## config.mk

```make
export PLATFORM = sky130hd
export DESIGN_NAME = t8w_timer
export DESIGN_NICKNAME = d
export VERILOG_FILES = /design/src/inc/t8w_pkg.sv /design/src/verilog/t8w_prescaler.sv /design/src/verilog/t8w_timer.sv
export SDC_FILE = /design/constraint.sdc
export NUM_CORES = 1
export LEC_CHECK = 0
export BUFFER_PORTS_ARGS = -buffer_cell sky130_fd_sc_hd__buf_2
export CAP_MARGIN = 10
export CORE_ASPECT_RATIO = 1.4
export CORE_MARGIN = 3
export CORE_UTILIZATION = 35
export CTS_CLUSTER_DIAMETER = 50
export DETAILED_ROUTE_END_ITERATION = 6
export PLACE_DENSITY = 0.5
export RECOVER_POWER = 100
export SLEW_MARGIN = 20
export SYNTH_ARGS = -nofsm -noshare
export SYNTH_HDL_FRONTEND = slang
export SYNTH_SLANG_ARGS = --single-unit
```

## constraint.sdc

```tcl
create_clock -name sys_clk_i -period 8.45 [get_ports sys_clk_i]
set_clock_uncertainty 0.15 [all_clocks]
set_input_delay 1.69 -clock sys_clk_i [delete_from_list [all_inputs] [get_ports sys_clk_i]]
set_output_delay 1.69 -clock sys_clk_i [all_outputs]
set_load 0.02 [all_outputs]
```

## src/inc/t8w_pkg.sv

```systemverilog
// shared constants and types of the 8-bit dual compare timer
package t8w_pkg;

  // ----------------------------------------------------------------
  // register map: printed offsets are indices, byte address is 4x
  // ----------------------------------------------------------------
  localparam int ADDR_W = 10;
  localparam logic [7:0] IDX_CTRL_A = 8'hb0;
  localparam logic [7:0] IDX_CTRL_B = 8'hb1;
  localparam logic [7:0] IDX_COUNT = 8'hb2;
  localparam logic [7:0] IDX_FLAGS = 8'h37;
  localparam logic [7:0] IDX_AUX = 8'hb5;
  localparam logic [9:0] ADDR_CTRL_A = {IDX_CTRL_A, 2'h0};
  localparam logic [9:0] ADDR_CTRL_B = {IDX_CTRL_B, 2'h0};
  localparam logic [9:0] ADDR_COUNT = {IDX_COUNT, 2'h0};
  localparam logic [9:0] ADDR_FLAGS = {IDX_FLAGS, 2'h0};
  localparam logic [9:0] ADDR_AUX = {IDX_AUX, 2'h0};

  // ----------------------------------------------------------------
  // field positions and reset values
  // ----------------------------------------------------------------
  localparam int CA_COM_A_LSB = 6;
  localparam int CA_COM_B_LSB = 4;
  localparam int CA_WGM_LSB = 0;
  localparam logic [7:0] CA_WR_MASK = 8'hf3;
  localparam int CB_FORCE_A = 7;
  localparam int CB_FORCE_B = 6;
  localparam int CB_WGM_HI = 3;
  localparam int CB_CS_LSB = 0;
  localparam logic [7:0] CB_WR_MASK = 8'h0f;
  localparam int FL_OVF = 0;
  localparam int FL_MATCH_A = 1;
  localparam int FL_MATCH_B = 2;
  localparam int AUX_PSR = 0;
  localparam logic [7:0] RST_CTRL_A = 8'h00;
  localparam logic [7:0] RST_CTRL_B = 8'h00;
  localparam logic [7:0] RST_COUNT = 8'h00;
  localparam logic [7:0] MAX_VAL = 8'hff;
  localparam logic [7:0] BOTTOM_VAL = 8'h00;

  // ----------------------------------------------------------------
  // encodings
  // ----------------------------------------------------------------
  localparam logic [2:0] WM_NORMAL = 3'h0;
  localparam logic [2:0] WM_PHASE_FF = 3'h1;
  localparam logic [2:0] WM_CTC = 3'h2;
  localparam logic [2:0] WM_FAST_FF = 3'h3;
  localparam logic [2:0] WM_RSVD_4 = 3'h4;
  localparam logic [2:0] WM_PHASE_CA = 3'h5;
  localparam logic [2:0] WM_RSVD_6 = 3'h6;
  localparam logic [2:0] WM_FAST_CA = 3'h7;
  localparam logic [1:0] COM_OFF = 2'h0;
  localparam logic [1:0] COM_TOG = 2'h1;
  localparam logic [1:0] COM_CLR = 2'h2;
  localparam logic [1:0] COM_SET = 2'h3;
  localparam logic [2:0] CS_STOP = 3'h0;
  localparam logic [2:0] CS_DIV1 = 3'h1;
  localparam logic [2:0] CS_DIV8 = 3'h2;
  localparam logic [2:0] CS_DIV32 = 3'h3;
  localparam logic [2:0] CS_DIV64 = 3'h4;
  localparam logic [2:0] CS_DIV128 = 3'h5;
  localparam logic [2:0] CS_DIV256 = 3'h6;
  localparam logic [2:0] CS_DIV1024 = 3'h7;

  // ----------------------------------------------------------------
  // prescaler ratios
  // ----------------------------------------------------------------
  localparam int PRE_W = 10;
  localparam int DIV_8 = 8;
  localparam int DIV_32 = 32;
  localparam int DIV_64 = 64;
  localparam int DIV_128 = 128;
  localparam int DIV_256 = 256;
  localparam int DIV_1024 = 1024;

  // ----------------------------------------------------------------
  // types
  // ----------------------------------------------------------------
  typedef enum logic [1:0] {K_NONPWM, K_FAST, K_PHASE, K_RSVD} t8w_kind_e;

  typedef struct packed {
    logic rd;
    logic wr;
    logic [9:0] addr;
    logic [7:0] wdata;
  } t8w_bus_req_s;

  typedef struct packed {
    logic [9:0] cnt;
    logic tick;
  } t8w_pre_s;

  typedef struct packed {
    logic [7:0] ctrl_a;
    logic [7:0] ctrl_b;
    logic [7:0] cnt;
    logic dir_down;
    logic [7:0] ocr_a;
    logic [7:0] ocr_b;
    logic block;
    logic out_a;
    logic out_b;
    logic con_a;
    logic con_b;
    logic [2:0] flags;
    logic [7:0] rdata;
  } t8w_state_s;

endpackage

```

## src/verilog/t8w_prescaler.sv

```systemverilog
// prescaler producing the counter tick from the timer source clock
module t8w_prescaler (
  input wire logic sys_clk_i,
  input wire logic rst_i,
  input wire logic restart_i,
  input wire logic [2:0] clock_select_i,
  output logic tick_o
);

  // ----------------------------------------------------------------
  // ratio decode
  // ----------------------------------------------------------------
  function automatic logic [9:0] mask_of(input logic [2:0] sel);
    case (sel)
      t8w_pkg::CS_DIV8: mask_of = 10'(t8w_pkg::DIV_8 - 1);
      t8w_pkg::CS_DIV32: mask_of = 10'(t8w_pkg::DIV_32 - 1);
      t8w_pkg::CS_DIV64: mask_of = 10'(t8w_pkg::DIV_64 - 1);
      t8w_pkg::CS_DIV128: mask_of = 10'(t8w_pkg::DIV_128 - 1);
      t8w_pkg::CS_DIV256: mask_of = 10'(t8w_pkg::DIV_256 - 1);
      t8w_pkg::CS_DIV1024: mask_of = 10'(t8w_pkg::DIV_1024 - 1);
      default: mask_of = 10'h000;
    endcase
  endfunction

  t8w_pkg::t8w_pre_s s_q;
  t8w_pkg::t8w_pre_s s_d;
  logic [9:0] m;

  // ----------------------------------------------------------------
  // free running divider, shared by every ratio
  // ----------------------------------------------------------------
  always_comb begin
    s_d = s_q;
    m = mask_of(clock_select_i);
    s_d.cnt = restart_i ? 10'h000 : 10'(s_q.cnt + 10'h001);
    case (clock_select_i)
      t8w_pkg::CS_STOP: s_d.tick = 1'b0;
      t8w_pkg::CS_DIV1: s_d.tick = 1'b1;
      default: s_d.tick = ((s_q.cnt & m) == m) && !restart_i;
    endcase
  end

  always_ff @(posedge sys_clk_i or posedge rst_i) begin
    if (rst_i) begin
      s_q <= '0;
    end else begin
      s_q <= s_d;
    end
  end

  assign tick_o = s_q.tick;
endmodule // t8w_prescaler

```

## src/verilog/t8w_timer.sv

```systemverilog
// 8-bit timer with two compare channels and waveform generation
//
// Behaviour
// - nonzero output mode B connects output B, except toggle in PWM modes and all reserved modes
// - non-PWM B modes: off, toggle, clear, set
// - fast PWM B: clear/set match, opposite BOTTOM
// - phase PWM B: direction decides clear or set
// - compare B at TOP ignored, act at TOP
// - waveform mode selects sequence and TOP
// - compare buffers load immediate or at TOP
// - overflow flag at MAX, TOP or BOTTOM
// - force bits work only outside PWM modes
// - force bit strobes immediate compare match
// - forced match sets no flag, no clear
// - force bits always read as zero
// - clock select stops or divides the counter
// - counter register read and write, reset zero
// - counter write blocks next tick's match
// - control B field layout, reset zero
// - non-PWM A modes: off, toggle, clear, set
// - match flag B set, cleared by ack/one
// - io clock source, prescaler restart bit
//
// Chosen here: the plain strobed port.
module t8w_timer (
  input wire logic sys_clk_i,
  input wire logic rst_i,
  input wire t8w_pkg::t8w_bus_req_s bus_req_i,
  input wire logic [7:0] cmp_a_i,
  input wire logic [7:0] cmp_b_i,
  input wire logic [2:0] flag_ack_i,
  output logic [7:0] rd_data_o,
  output logic compare_out_a_o,
  output logic compare_out_b_o,
  output logic out_a_connect_o,
  output logic out_b_connect_o,
  output logic [2:0] flags_o
);

  // ----------------------------------------------------------------
  // decode helpers
  // ----------------------------------------------------------------
  function automatic t8w_pkg::t8w_kind_e kind_of(input logic [2:0] wm);
    case (wm)
      t8w_pkg::WM_NORMAL, t8w_pkg::WM_CTC: kind_of = t8w_pkg::K_NONPWM;
      t8w_pkg::WM_FAST_FF, t8w_pkg::WM_FAST_CA: kind_of = t8w_pkg::K_FAST;
      t8w_pkg::WM_PHASE_FF, t8w_pkg::WM_PHASE_CA: kind_of = t8w_pkg::K_PHASE;
      default: kind_of = t8w_pkg::K_RSVD;
    endcase
  endfunction

  // output connected to the pin; reserved combinations stay off
  function automatic logic connected(input t8w_pkg::t8w_kind_e k, input logic [1:0] com,
                                     input logic tog_ok);
    connected = (com != t8w_pkg::COM_OFF) && (k != t8w_pkg::K_RSVD) &&
                !(k != t8w_pkg::K_NONPWM && com == t8w_pkg::COM_TOG && !tog_ok);
  endfunction

  // next level of a compare output
  function automatic logic wave_next(input t8w_pkg::t8w_kind_e k, input logic [1:0] com,
                                     input logic cur, input logic match, input logic special,
                                     input logic wrap, input logic top_evt, input logic down,
                                     input logic tog_ok);
    logic m;
    m = match && !special;
    wave_next = cur;
    case (k)
      t8w_pkg::K_NONPWM: begin
        if (match) begin
          case (com)
            t8w_pkg::COM_TOG: wave_next = !cur;
            t8w_pkg::COM_CLR: wave_next = 1'b0;
            t8w_pkg::COM_SET: wave_next = 1'b1;
            default: wave_next = cur;
          endcase
        end
      end
      t8w_pkg::K_FAST: begin
        // with compare at TOP only the level at the wrap remains
        if (com == t8w_pkg::COM_TOG && tog_ok && match) begin
          wave_next = !cur;
        end else if (com[1] && wrap) begin
          wave_next = !com[0];
        end else if (com[1] && m) begin
          wave_next = com[0];
        end
      end
      t8w_pkg::K_PHASE: begin
        if (com == t8w_pkg::COM_TOG && tog_ok && match) begin
          wave_next = !cur;
        end else if (com[1] && special && top_evt) begin
          wave_next = com[0];
        end else if (com[1] && m) begin
          wave_next = down ? !com[0] : com[0];
        end
      end
      default: wave_next = cur;
    endcase
  endfunction

  // ----------------------------------------------------------------
  // state and decode
  // ----------------------------------------------------------------
  t8w_pkg::t8w_state_s s_q;
  t8w_pkg::t8w_state_s s_d;
  logic tick;
  logic psr_restart;
  logic [2:0] wm;
  t8w_pkg::t8w_kind_e kind;
  logic [7:0] top;
  logic [7:0] oa;
  logic [7:0] ob;
  logic at_top;
  logic at_bot;
  logic match_a;
  logic match_b;
  logic force_a;
  logic force_b;
  logic ovf;
  logic wrap;
  logic top_evt;
  logic tog_ok;
  logic wr_ca;
  logic wr_cb;
  logic wr_cnt;
  logic wr_fl;
  logic wr_aux;
  logic [2:0] fl_clr;

  assign wr_ca = bus_req_i.wr && bus_req_i.addr == t8w_pkg::ADDR_CTRL_A;
  assign wr_cb = bus_req_i.wr && bus_req_i.addr == t8w_pkg::ADDR_CTRL_B;
  assign wr_cnt = bus_req_i.wr && bus_req_i.addr == t8w_pkg::ADDR_COUNT;
  assign wr_fl = bus_req_i.wr && bus_req_i.addr == t8w_pkg::ADDR_FLAGS;
  assign wr_aux = bus_req_i.wr && bus_req_i.addr == t8w_pkg::ADDR_AUX;
  assign psr_restart = wr_aux && bus_req_i.wdata[t8w_pkg::AUX_PSR];

  assign wm = {s_q.ctrl_b[t8w_pkg::CB_WGM_HI], s_q.ctrl_a[t8w_pkg::CA_WGM_LSB +: 2]};
  assign kind = kind_of(wm);
  assign tog_ok = s_q.ctrl_b[t8w_pkg::CB_WGM_HI];
  // outside PWM the live compare values act at once
  assign oa = (kind == t8w_pkg::K_NONPWM) ? cmp_a_i : s_q.ocr_a;
  assign ob = (kind == t8w_pkg::K_NONPWM) ? cmp_b_i : s_q.ocr_b;
  assign top = (wm == t8w_pkg::WM_CTC || wm == t8w_pkg::WM_PHASE_CA ||
                wm == t8w_pkg::WM_FAST_CA) ? oa : t8w_pkg::MAX_VAL;
  assign at_top = s_q.cnt == top;
  assign at_bot = s_q.cnt == t8w_pkg::BOTTOM_VAL;
  assign match_a = tick && !s_q.block && kind != t8w_pkg::K_RSVD && s_q.cnt == oa;
  assign match_b = tick && !s_q.block && kind != t8w_pkg::K_RSVD && s_q.cnt == ob;
  assign force_a = wr_cb && bus_req_i.wdata[t8w_pkg::CB_FORCE_A] &&
                   kind == t8w_pkg::K_NONPWM;
  assign force_b = wr_cb && bus_req_i.wdata[t8w_pkg::CB_FORCE_B] &&
                   kind == t8w_pkg::K_NONPWM;
  assign wrap = tick && kind == t8w_pkg::K_FAST && at_top;
  assign top_evt = tick && kind == t8w_pkg::K_PHASE && !s_q.dir_down && at_top;

  always_comb begin
    case (wm)
      t8w_pkg::WM_NORMAL, t8w_pkg::WM_CTC, t8w_pkg::WM_FAST_FF:
        ovf = tick && s_q.cnt == t8w_pkg::MAX_VAL;
      t8w_pkg::WM_FAST_CA: ovf = tick && at_top;
      t8w_pkg::WM_PHASE_FF, t8w_pkg::WM_PHASE_CA:
        ovf = tick && s_q.dir_down && at_bot;
      default: ovf = 1'b0;
    endcase
  end

  t8w_prescaler u_prescaler (
    .sys_clk_i(sys_clk_i),
    .rst_i(rst_i),
    .restart_i(psr_restart),
    .clock_select_i(s_q.ctrl_b[t8w_pkg::CB_CS_LSB +: 3]),
    .tick_o(tick)
  );

  // ----------------------------------------------------------------
  // next state
  // ----------------------------------------------------------------
  always_comb begin
    s_d = s_q;
    s_d.rdata = 8'h00;
    fl_clr = flag_ack_i | (wr_fl ? bus_req_i.wdata[2:0] : 3'h0);

    // direction only means something in phase correct mode; a down flag left
    // over from it would keep the fast mode buffers from ever loading
    if (kind != t8w_pkg::K_PHASE) begin
      s_d.dir_down = 1'b0;
    end

    // counting sequence
    if (tick) begin
      s_d.block = 1'b0;
      case (kind)
        t8w_pkg::K_NONPWM: begin
          // a forced match never reaches this clear
          if (wm == t8w_pkg::WM_CTC && at_top) begin
            s_d.cnt = t8w_pkg::BOTTOM_VAL;
          end else begin
            s_d.cnt = 8'(s_q.cnt + 8'h01);
          end
        end
        t8w_pkg::K_FAST: begin
          s_d.cnt = at_top ? t8w_pkg::BOTTOM_VAL : 8'(s_q.cnt + 8'h01);
        end
        t8w_pkg::K_PHASE: begin
          if (!s_q.dir_down) begin
            s_d.dir_down = at_top;
            s_d.cnt = at_top ? 8'(s_q.cnt - 8'h01) : 8'(s_q.cnt + 8'h01);
          end else begin
            s_d.dir_down = !at_bot;
            s_d.cnt = at_bot ? 8'(s_q.cnt + 8'h01) : 8'(s_q.cnt - 8'h01);
          end
        end
        default: s_d.cnt = s_q.cnt;
      endcase
    end

    // compare buffers: PWM values load once per period, on the tick at
    // TOP while counting up, so a period never sees two different thresholds
    if (kind != t8w_pkg::K_PHASE && kind != t8w_pkg::K_FAST) begin
      s_d.ocr_a = cmp_a_i;
      s_d.ocr_b = cmp_b_i;
    end else if (tick && at_top && !s_q.dir_down) begin
      s_d.ocr_a = cmp_a_i;
      s_d.ocr_b = cmp_b_i;
    end

    // waveform outputs
    s_d.out_a = wave_next(kind, s_q.ctrl_a[t8w_pkg::CA_COM_A_LSB +: 2], s_q.out_a,
                          match_a || force_a, s_q.ctrl_a[t8w_pkg::CA_COM_A_LSB + 1] &&
                          oa == top, wrap, top_evt, s_q.dir_down, tog_ok);
    s_d.out_b = wave_next(kind, s_q.ctrl_a[t8w_pkg::CA_COM_B_LSB +: 2], s_q.out_b,
                          match_b || force_b, s_q.ctrl_a[t8w_pkg::CA_COM_B_LSB + 1] &&
                          ob == top, wrap, top_evt, s_q.dir_down, 1'b0);
    s_d.con_a = connected(kind, s_q.ctrl_a[t8w_pkg::CA_COM_A_LSB +: 2], tog_ok);
    s_d.con_b = connected(kind, s_q.ctrl_a[t8w_pkg::CA_COM_B_LSB +: 2], 1'b0);

    // flags: a set in the same cycle as a clear wins; forces never set
    s_d.flags = (s_q.flags & ~fl_clr) | {match_b, match_a, ovf};

    // register writes
    if (wr_ca) begin
      s_d.ctrl_a = bus_req_i.wdata & t8w_pkg::CA_WR_MASK;
    end
    if (wr_cb) begin
      s_d.ctrl_b = bus_req_i.wdata & t8w_pkg::CB_WR_MASK;
    end
    if (wr_cnt) begin
      s_d.cnt = bus_req_i.wdata;
      s_d.block = 1'b1;
    end

    // register reads, answered in the next cycle only
    if (bus_req_i.rd) begin
      case (bus_req_i.addr)
        t8w_pkg::ADDR_CTRL_A: s_d.rdata = s_q.ctrl_a;
        t8w_pkg::ADDR_CTRL_B: s_d.rdata = s_q.ctrl_b;
        t8w_pkg::ADDR_COUNT: s_d.rdata = s_q.cnt;
        t8w_pkg::ADDR_FLAGS: s_d.rdata = {5'h00, s_q.flags};
        default: s_d.rdata = 8'h00;
      endcase
    end
  end

  always_ff @(posedge sys_clk_i or posedge rst_i) begin
    if (rst_i) begin
      s_q <= '0;
    end else begin
      s_q <= s_d;
    end
  end

  assign rd_data_o = s_q.rdata;
  assign compare_out_a_o = s_q.out_a;
  assign compare_out_b_o = s_q.out_b;
  assign out_a_connect_o = s_q.con_a;
  assign out_b_connect_o = s_q.con_b;
  assign flags_o = s_q.flags;
endmodule // t8w_timer

```

=== Yosys cells after proc, flatten, opt, wreduce, memory -nomap -nowiden ===
Index checks and enable logic that the tools add are counted.

* Add/subtract/negate cells: 3
* $mul: 0
* Div/mod/pow operators: 0
* $lt $le $gt $ge: 0
* Equal/unequal tests: 43
* Shift operators: 0
* Muxes and demuxes: 43
* Bitwise operators: 5
* Reductions and logical operators: 83

{| class="wikitable"
|+ Operator list
! cell !! number
|-
| two-way mux 8 bit || 9
|-
| one-hot mux 10 bit (6 select lines) || 1
|-
| logical AND 1 bit || 48
|-
| equality test 10 bit (second input constant) || 4
|-
| equality test 8 bit || 5
|-
| two-way mux 16 bit || 2
|-
| one-hot mux 8 bit (4 select lines) || 1
|-
| one-hot mux 8 bit (3 select lines) || 1
|-
| equality test 3 bit (second input constant) || 6
|-
| two-way mux 1 bit || 18
|-
| two-way mux 9 bit || 2
|-
| != test 4 x 1 -> 1 bit (second input constant) || 4
|-
| one-hot mux 1 bit (3 select lines) || 5
|-
| logical NOT 1 bit || 13
|-
| equality test 3 x 2 -> 1 bit (second input constant) || 4
|-
| adder 10 x 1 -> 10 bit (second input constant) || 1
|-
| AND 10 bit || 1
|-
| equality test 10 bit || 1
|-
| equality test 10 x 8 -> 1 bit (second input constant) || 1
|-
| equality test 2 bit (second input constant) || 5
|-
| two-way mux 10 bit || 1
|-
| AND reduction 5 bit || 2
|-
| nonzero test 2 bit || 5
|-
| adder 8 x 1 -> 8 bit (second input constant) || 1
|-
| 22 further kinds || 36
|}

* Bits in registers: 62
* Bits in latches: 0
* Memory bits (writable): 0
* Memory bits (read-only): 0
* Input bits: 41
* Output and inout bits: 15
* Word-level logic and storage cells: 192
* Memories: 0

=== Depth between registers and ports, before layout ===
* Word-level depth: 15
* Mapped depth: 12
* Gate-level depth less buffers: 10

=== Cells and area by module ===
Synthesis repeated with hierarchy kept, for this count alone.

* Cell total of the unflattened synthesis: 542
* Area, all modules: 4,724.5 um^2

{| class="wikitable"
|+ By module, submodules not included
! module !! times used !! cells an instance !! area each (um^2) !! sequential area each (um^2)
|-
| t8w_timer || 1 || 489 || 4,181.5 || 1,276.2
|-
| t8w_prescaler || 1 || 53 || 543.0 || 275.3
|}

=== Worst setup path before layout ===
Ideal clock, no wire load.

* Path type: input -> register
* From: input port cmp_a_i[3]
* To: register s_q[16] in the netlist's numbering
* Setup time: 0.125 ns
* Arrival: 4.153 ns
* Required time: 8.175 ns
* Slack: 4.022 ns
* Cell stages on the path: 9
* Buffers on the path: 2
* Cell sequence: or4b_1 -> and3_1 -> or4b_1 -> nor4_2 -> buf_4 -> nand2_4 -> o21ai_4 -> buf_6 -> mux2_4

* Longest elaborated chain between the ends: 6

{| class="wikitable"
|+ Ends and longest elaborated chain
! what !! line !! text
|-
| start, declared || t8w_timer.sv:29 || <nowiki>input wire logic [7:0] cmp_a_i,</nowiki>
|-
| two-way mux 8 bit || t8w_timer.sv:141 || <nowiki>assign oa = (kind == t8w_pkg::K_NONPWM) ? cmp_a_i : s_q.ocr_a;</nowiki>
|-
| two-way mux 8 bit || t8w_timer.sv:144 || <nowiki>wm == t8w_pkg::WM_FAST_CA) ? oa : t8w_pkg::MAX_VAL;</nowiki>
|-
| equality test 8 bit || t8w_timer.sv:145 || <nowiki>assign at_top = s_q.cnt == top;</nowiki>
|-
| logical AND 1 bit (2 in series) || t8w_timer.sv:222 || <nowiki>end else if (tick && at_top && !s_q.dir_down) begin</nowiki>
|-
| nonzero test 2 bit (no source line) || -- ||
|-
| end signal, assigned || t8w_timer.sv:266 || <nowiki>s_q <= '0;</nowiki>
|-
| end signal, assigned || t8w_timer.sv:268 || <nowiki>s_q <= s_d;</nowiki>
|-
| end, declared || t8w_timer.sv:104 || <nowiki>t8w_pkg::t8w_state_s s_q;</nowiki>
|}

No other way between the ends.
A chain may end at the register's enable or synchronous reset.

=== Worst setup path after layout ===
* From: register s_q[49] in the netlist's numbering
* To: register s_q (netlist bit compare_out_b_o)

* Longest elaborated chain between the ends: 13
* Elaborated cells on any way between the ends: 47
* Those cells by class: 15 x eq/ne; 7 x mux; 25 x reduce/logical

{| class="wikitable"
|+ Ends and longest elaborated chain
! what !! line !! text
|-
| equality test 3 bit, or another cell as far along || t8w_timer.sv:44, t8w_timer.sv:143 ||
|-
| OR reduction 2 bit || t8w_timer.sv:44 || <nowiki>case (wm)</nowiki>
|-
| one-hot mux 2 bit (3 select lines) || t8w_timer.sv:44 ||
|-
| logical NOT 2 bit || -- ||
|-
| two-way mux 8 bit || t8w_timer.sv:141 ||
|-
| two-way mux 8 bit || t8w_timer.sv:144 ||
|-
| equality test 8 bit || t8w_timer.sv:233 || <nowiki>ob == top, wrap, top_evt, s_q.dir_down, 1'b0);</nowiki>
|-
| logical AND 1 bit || t8w_timer.sv:232 || <nowiki>match_b || force_b, s_q.ctrl_a[t8w_pkg::CA_COM_B_LSB + 1] &&</nowiki>
|-
| logical NOT 1 bit || t8w_timer.sv:65 || <nowiki>m = match && !special;</nowiki>
|-
| logical AND 1 bit || t8w_timer.sv:65 ||
|-
| logical AND 1 bit || t8w_timer.sv:84, t8w_timer.sv:93 ||
|-
| != test 3 x 1 -> 1 bit (no source line) || -- ||
|-
| AND reduction 5 bit (no source line) || -- ||
|}

Several ways; a longest one is shown, not always the timed one.

==> results.tsv <==
stage	metric	value	unit
layout	layout cell share with drive strength beyond 1	15.6	%
sta	RSZ-0062 raised after global routing	false	
pwr	P_leak	2.18	nW
pwr	PD cells	201	nW/um^2
placed_design	PortBufs	55	
synthesis	Synth top area share	34.0	%
clocking	post_cts resized	0	
synthesis	register bit count reported by yosys	62	
placed_design	hpwl dp	10500	um
synthesis	dominant cells by area after synthesis	dfrtp_1 (34%), mux2i_1 (4.8%), mux2_2 (4.7%), xnor2_1 (4.6%), nor2_1 (4.2%)	
worst_setup_path	buffers and inverters on the worst path	1	
synthesis	Top FF cell, synth	dfrtp_1	
worst_setup_path	Cell Chain, Critical Path	clkbuf_1 > nor2_1 > mux2i_1 > xnor2_1 > nand4_1 > nor4_1 > and3_1 > nor4_1 > a311oi_1	
detailed_routing	routed vias	4137	
sta	Worst slew margin	-137	%
clocking	Bufs on Longest Clock Path	2	
worst_setup_path	Slowest cell on crit path	nor2_1	
worst_setup_path	CP startpoint kind	flop	
clocking	htree depth	3	
sta	Achievable Freq	191	MHz
sta	Min Hold Slack	0.328	ns
worst_setup_path	Reg-to-Reg End	compare_out_b_o$_DFFE_PP0P_	
worst_setup_path	Crit path arrival time	5.31	ns
flow_run	max cap viols	3	
worst_setup_path	crit end category	flop	
worst_hold_path	Hold EP	u_prescaler.s_q[1]$_DFF_PP0_	
synthesis	top cell type by total area after synthesis	dfrtp_1	
clocking	count of hold-fix buffers inserted at cts	0	
worst_hold_path	Hold Crit Class	reg -> reg	
layout	# nets final	598	
pwr	switching share of power	28.6	%
sta	Worst Tran Pin Value	3.55	ns
sta	Final Hold Fails	0	
detailed_routing	DR vias/cell	5.86	
worst_setup_path	worst r2r path cells	9	
detailed_routing	Avg WL per Cell	20.3	um
layout	final instance area	5170	um^2
die	Die Wd	103	um
clocking	root buffer cell	clkbuf_16	
pwr	switching power	0.298	mW
clocking	TritonCTS clock tree	built	
global_route	global-route wire length before repair	22900	um
clocking	CTS Sinks	62	
global_route	total gr overflow	0	
detailed_routing	1st-iter DRT viols	298	
worst_setup_path	reg2reg setup slack	3.21	ns
synthesis	Syn Inst Count	517	
die	Vert. Die Dim	141	um
worst_setup_path	Critical R2R Launch	s_q[49]$_DFFE_PP0P_	
outcome	status	finished, violations left	
worst_setup_path	Max FO, Critical Path	26	
detailed_routing	ANT nets after route	0	
synthesis	Synth Cell Area	4570	um^2
layout	fin cells	706	
worst_setup_path	crit-path most repeated cell	nor4_1	
layout	number of diodes	0	
layout	area grow syn2layout	13.3	%
sta	Final Max Slew Viols	93	
pwr	Comb pwr share	18.0	%
global_route	initial antenna violation count	0	
worst_setup_path	Stages on worst setup path	9	
pwr	peak supply drop	0.000120	V
worst_setup_path	critical path class	reg -> reg	
synthesis	Post-Syn Nets	564	
synthesis	top cells by count, synth	dfrtp_1 (62), nor2_1 (51), nand2_1 (31)	
worst_setup_path	CP top delay family	simple AND/OR/NAND/NOR gates	
worst_setup_path	critical path required time	8.52	ns
synthesis	mean post-synth cell area	8.84	um^2
worst_setup_path	slowest stage delay, CP	1.47	ns
die	IO Pins	56	
detailed_routing	final WL	14300	um
placed_design	post-placement cell count	690	
sta	period utilization	62.0	%
detailed_routing	DRC	0	
clocking	Worst-path clk slew	0.06	ns
sta	worst setup margin	3.21	ns
die	Die Footprint	14500	um^2
detailed_routing	drt first pass iters	5	
pwr	clock network power share	45.9	%
global_route	largest net degree at the start of global routing	63	
synthesis	Yosys warnings	0	
placed_design	worst slack at placement	3.58	ns
worst_hold_path	Hold Crit Depth	1	
clocking	CTS Buf Count	9	
clocking	postcts setup bufs	0	
sta	Final Critical Period	5.24	ns
pwr	Total Power	1.04	mW
sta	setup TNS	0	ns
global_route	Global Route Usage Sum	20.5	%
layout	Fill cells	1291	
worst_hold_path	hold_sp	u_prescaler.s_q[1]$_DFF_PP0_	
synthesis	Post-synth ARST share	100	%
pwr	Sequential Power Share	36.0	%
die	CORE AREA	12600	um^2
synthesis	register area share after synthesis	34.0	%
sta	setup violators final	0	
die	num rows	48	
pwr	Pint	0.744	mW
global_route	vias in the first global route	4216	
synthesis	Unique masters post-synth	65	
clocking	Clock Latency Late Sink	0.33	ns
synthesis	most numerous cell in the Yosys netlist	dfrtp_1	
placed_design	Placed Instance Area	4890	um^2
synthesis	Post-synth EDFFs	0	
layout	final core utilization	41.2	%
die	initial core utilization	36.4	%
placed_design	RePlAce Congestion	0.889	
outcome	violated checks	capacitance limit, slew limit	
==> power by group through the flow <==
stage | Combinational, mW | Clock (mW) | Sequential (mW)
6_report | 0.188 | 0.479 | 0.376
5_1_grt | 0.209 | 0.503 | 0.378
3_5_place_dp | 0.192 | 0 | 0.379
3_3_place_gp | 0.192 | 0 | 0.379
2_1_floorplan | 0.149 | 0 | 0.356
4_1_cts | 0.193 | 0.486 | 0.374
==> cell families (layout without fill, tap and decap cells) <==
group / Yosys count / after routing / synth area share [%]
xor+xnor: 33 / 33 / 6.33
compound gates: 103 / 103 / 15.3
fa+ha+maj: 6 / 6 / 1.64
flops: 62 / 62 / 34.0
mux: 49 / 49 / 12.1
buf+inv: 64 / 103 / 6.49
simple gates: 200 / 200 / 24.2
==> placed cells by master (no fill, tap or decap), types with 7 or more instances in the layout <==
master     synthesis  layout
nor4_1             9      10
xor2_1             9       9
nand3_1           15      15
o21ai_0           23      23
nand4_1           11      11
nor4b_1           10      11
inv_1             22      21
dfrtp_1           62      62
clkbuf_16          0       9
clkbuf_1          24      21
and3_1            10      10
mux2i_1           22      22
nor2_1            51      52
buf_2              3      40
nor3_1            18      18
nand2_1           31      32
and3b_1            7       7
a22oi_1            7       7
xnor2_1           24      24
a21oi_1           21      21
mux2_2            19      19
mux2_1             0       7
==> worst reg2reg max path: stages (launching register included) <==
cell and delay [ns]:
dfrtp_1 0.59, clkbuf_1 0.59, nor2_1 1.48, mux2i_1 0.38, xnor2_1 0.24, nand4_1 0.11, nor4_1 0.93, and3_1 0.30
nor4_1 0.06, a311oi_1 0.29
==> per-layer routing <==
metal  GRT usage [%]  vias up  part of all wire (%)
met4            9.05        0                   3.6
met3            3.07       32                   4.0
li1                -     1944                     -
met1            25.8     2042                    43
met2            34.3      119                    50
met5               0        -                     0
==> state kept, by name, summed over array words and instances, names as in the netlist <==
register,flops
compare_out_a_o,1
flags_o,3
u_prescaler.s_q,10
u_prescaler.tick_o,1
out_b_connect_o,1
rd_data_o,8
out_a_connect_o,1
compare_out_b_o,1
s_q,36
==> worst max path at each step <==
stage	start	to	slack, ns
6_report	s_q[49]$_DFFE_PP0P_	compare_out_b_o$_DFFE_PP0P_	3.21
3_3_place_gp	cmp_a_i[3]	s_q[27]$_DFFE_PP0P_	3.60
4_1_cts	cmp_a_i[3]	s_q[30]$_DFFE_PP0P_	3.91
2_1_floorplan	cmp_a_i[3]	s_q[16]$_DFFE_PP0P_	4.02
5_1_grt	s_q[49]$_DFFE_PP0P_	compare_out_b_o$_DFFE_PP0P_	2.78
3_5_place_dp	cmp_a_i[3]	s_q[28]$_DFFE_PP0P_	3.58
==> layout make-up <==
class / instances / area, um^2 / area share, %
clock buffers: 11 / 253 / 4.88
clock inverters: 5 / 129 / 2.49
inverters: 23 / 86.3 / 1.67
multi-input cells: 391 / 2670 / 51.5
flip-flops and latches: 62 / 1550 / 30.0
well taps: 150 / 188 / 3.63
repair buffers: 64 / 302 / 5.83
(Power assumes the default switching activity.)
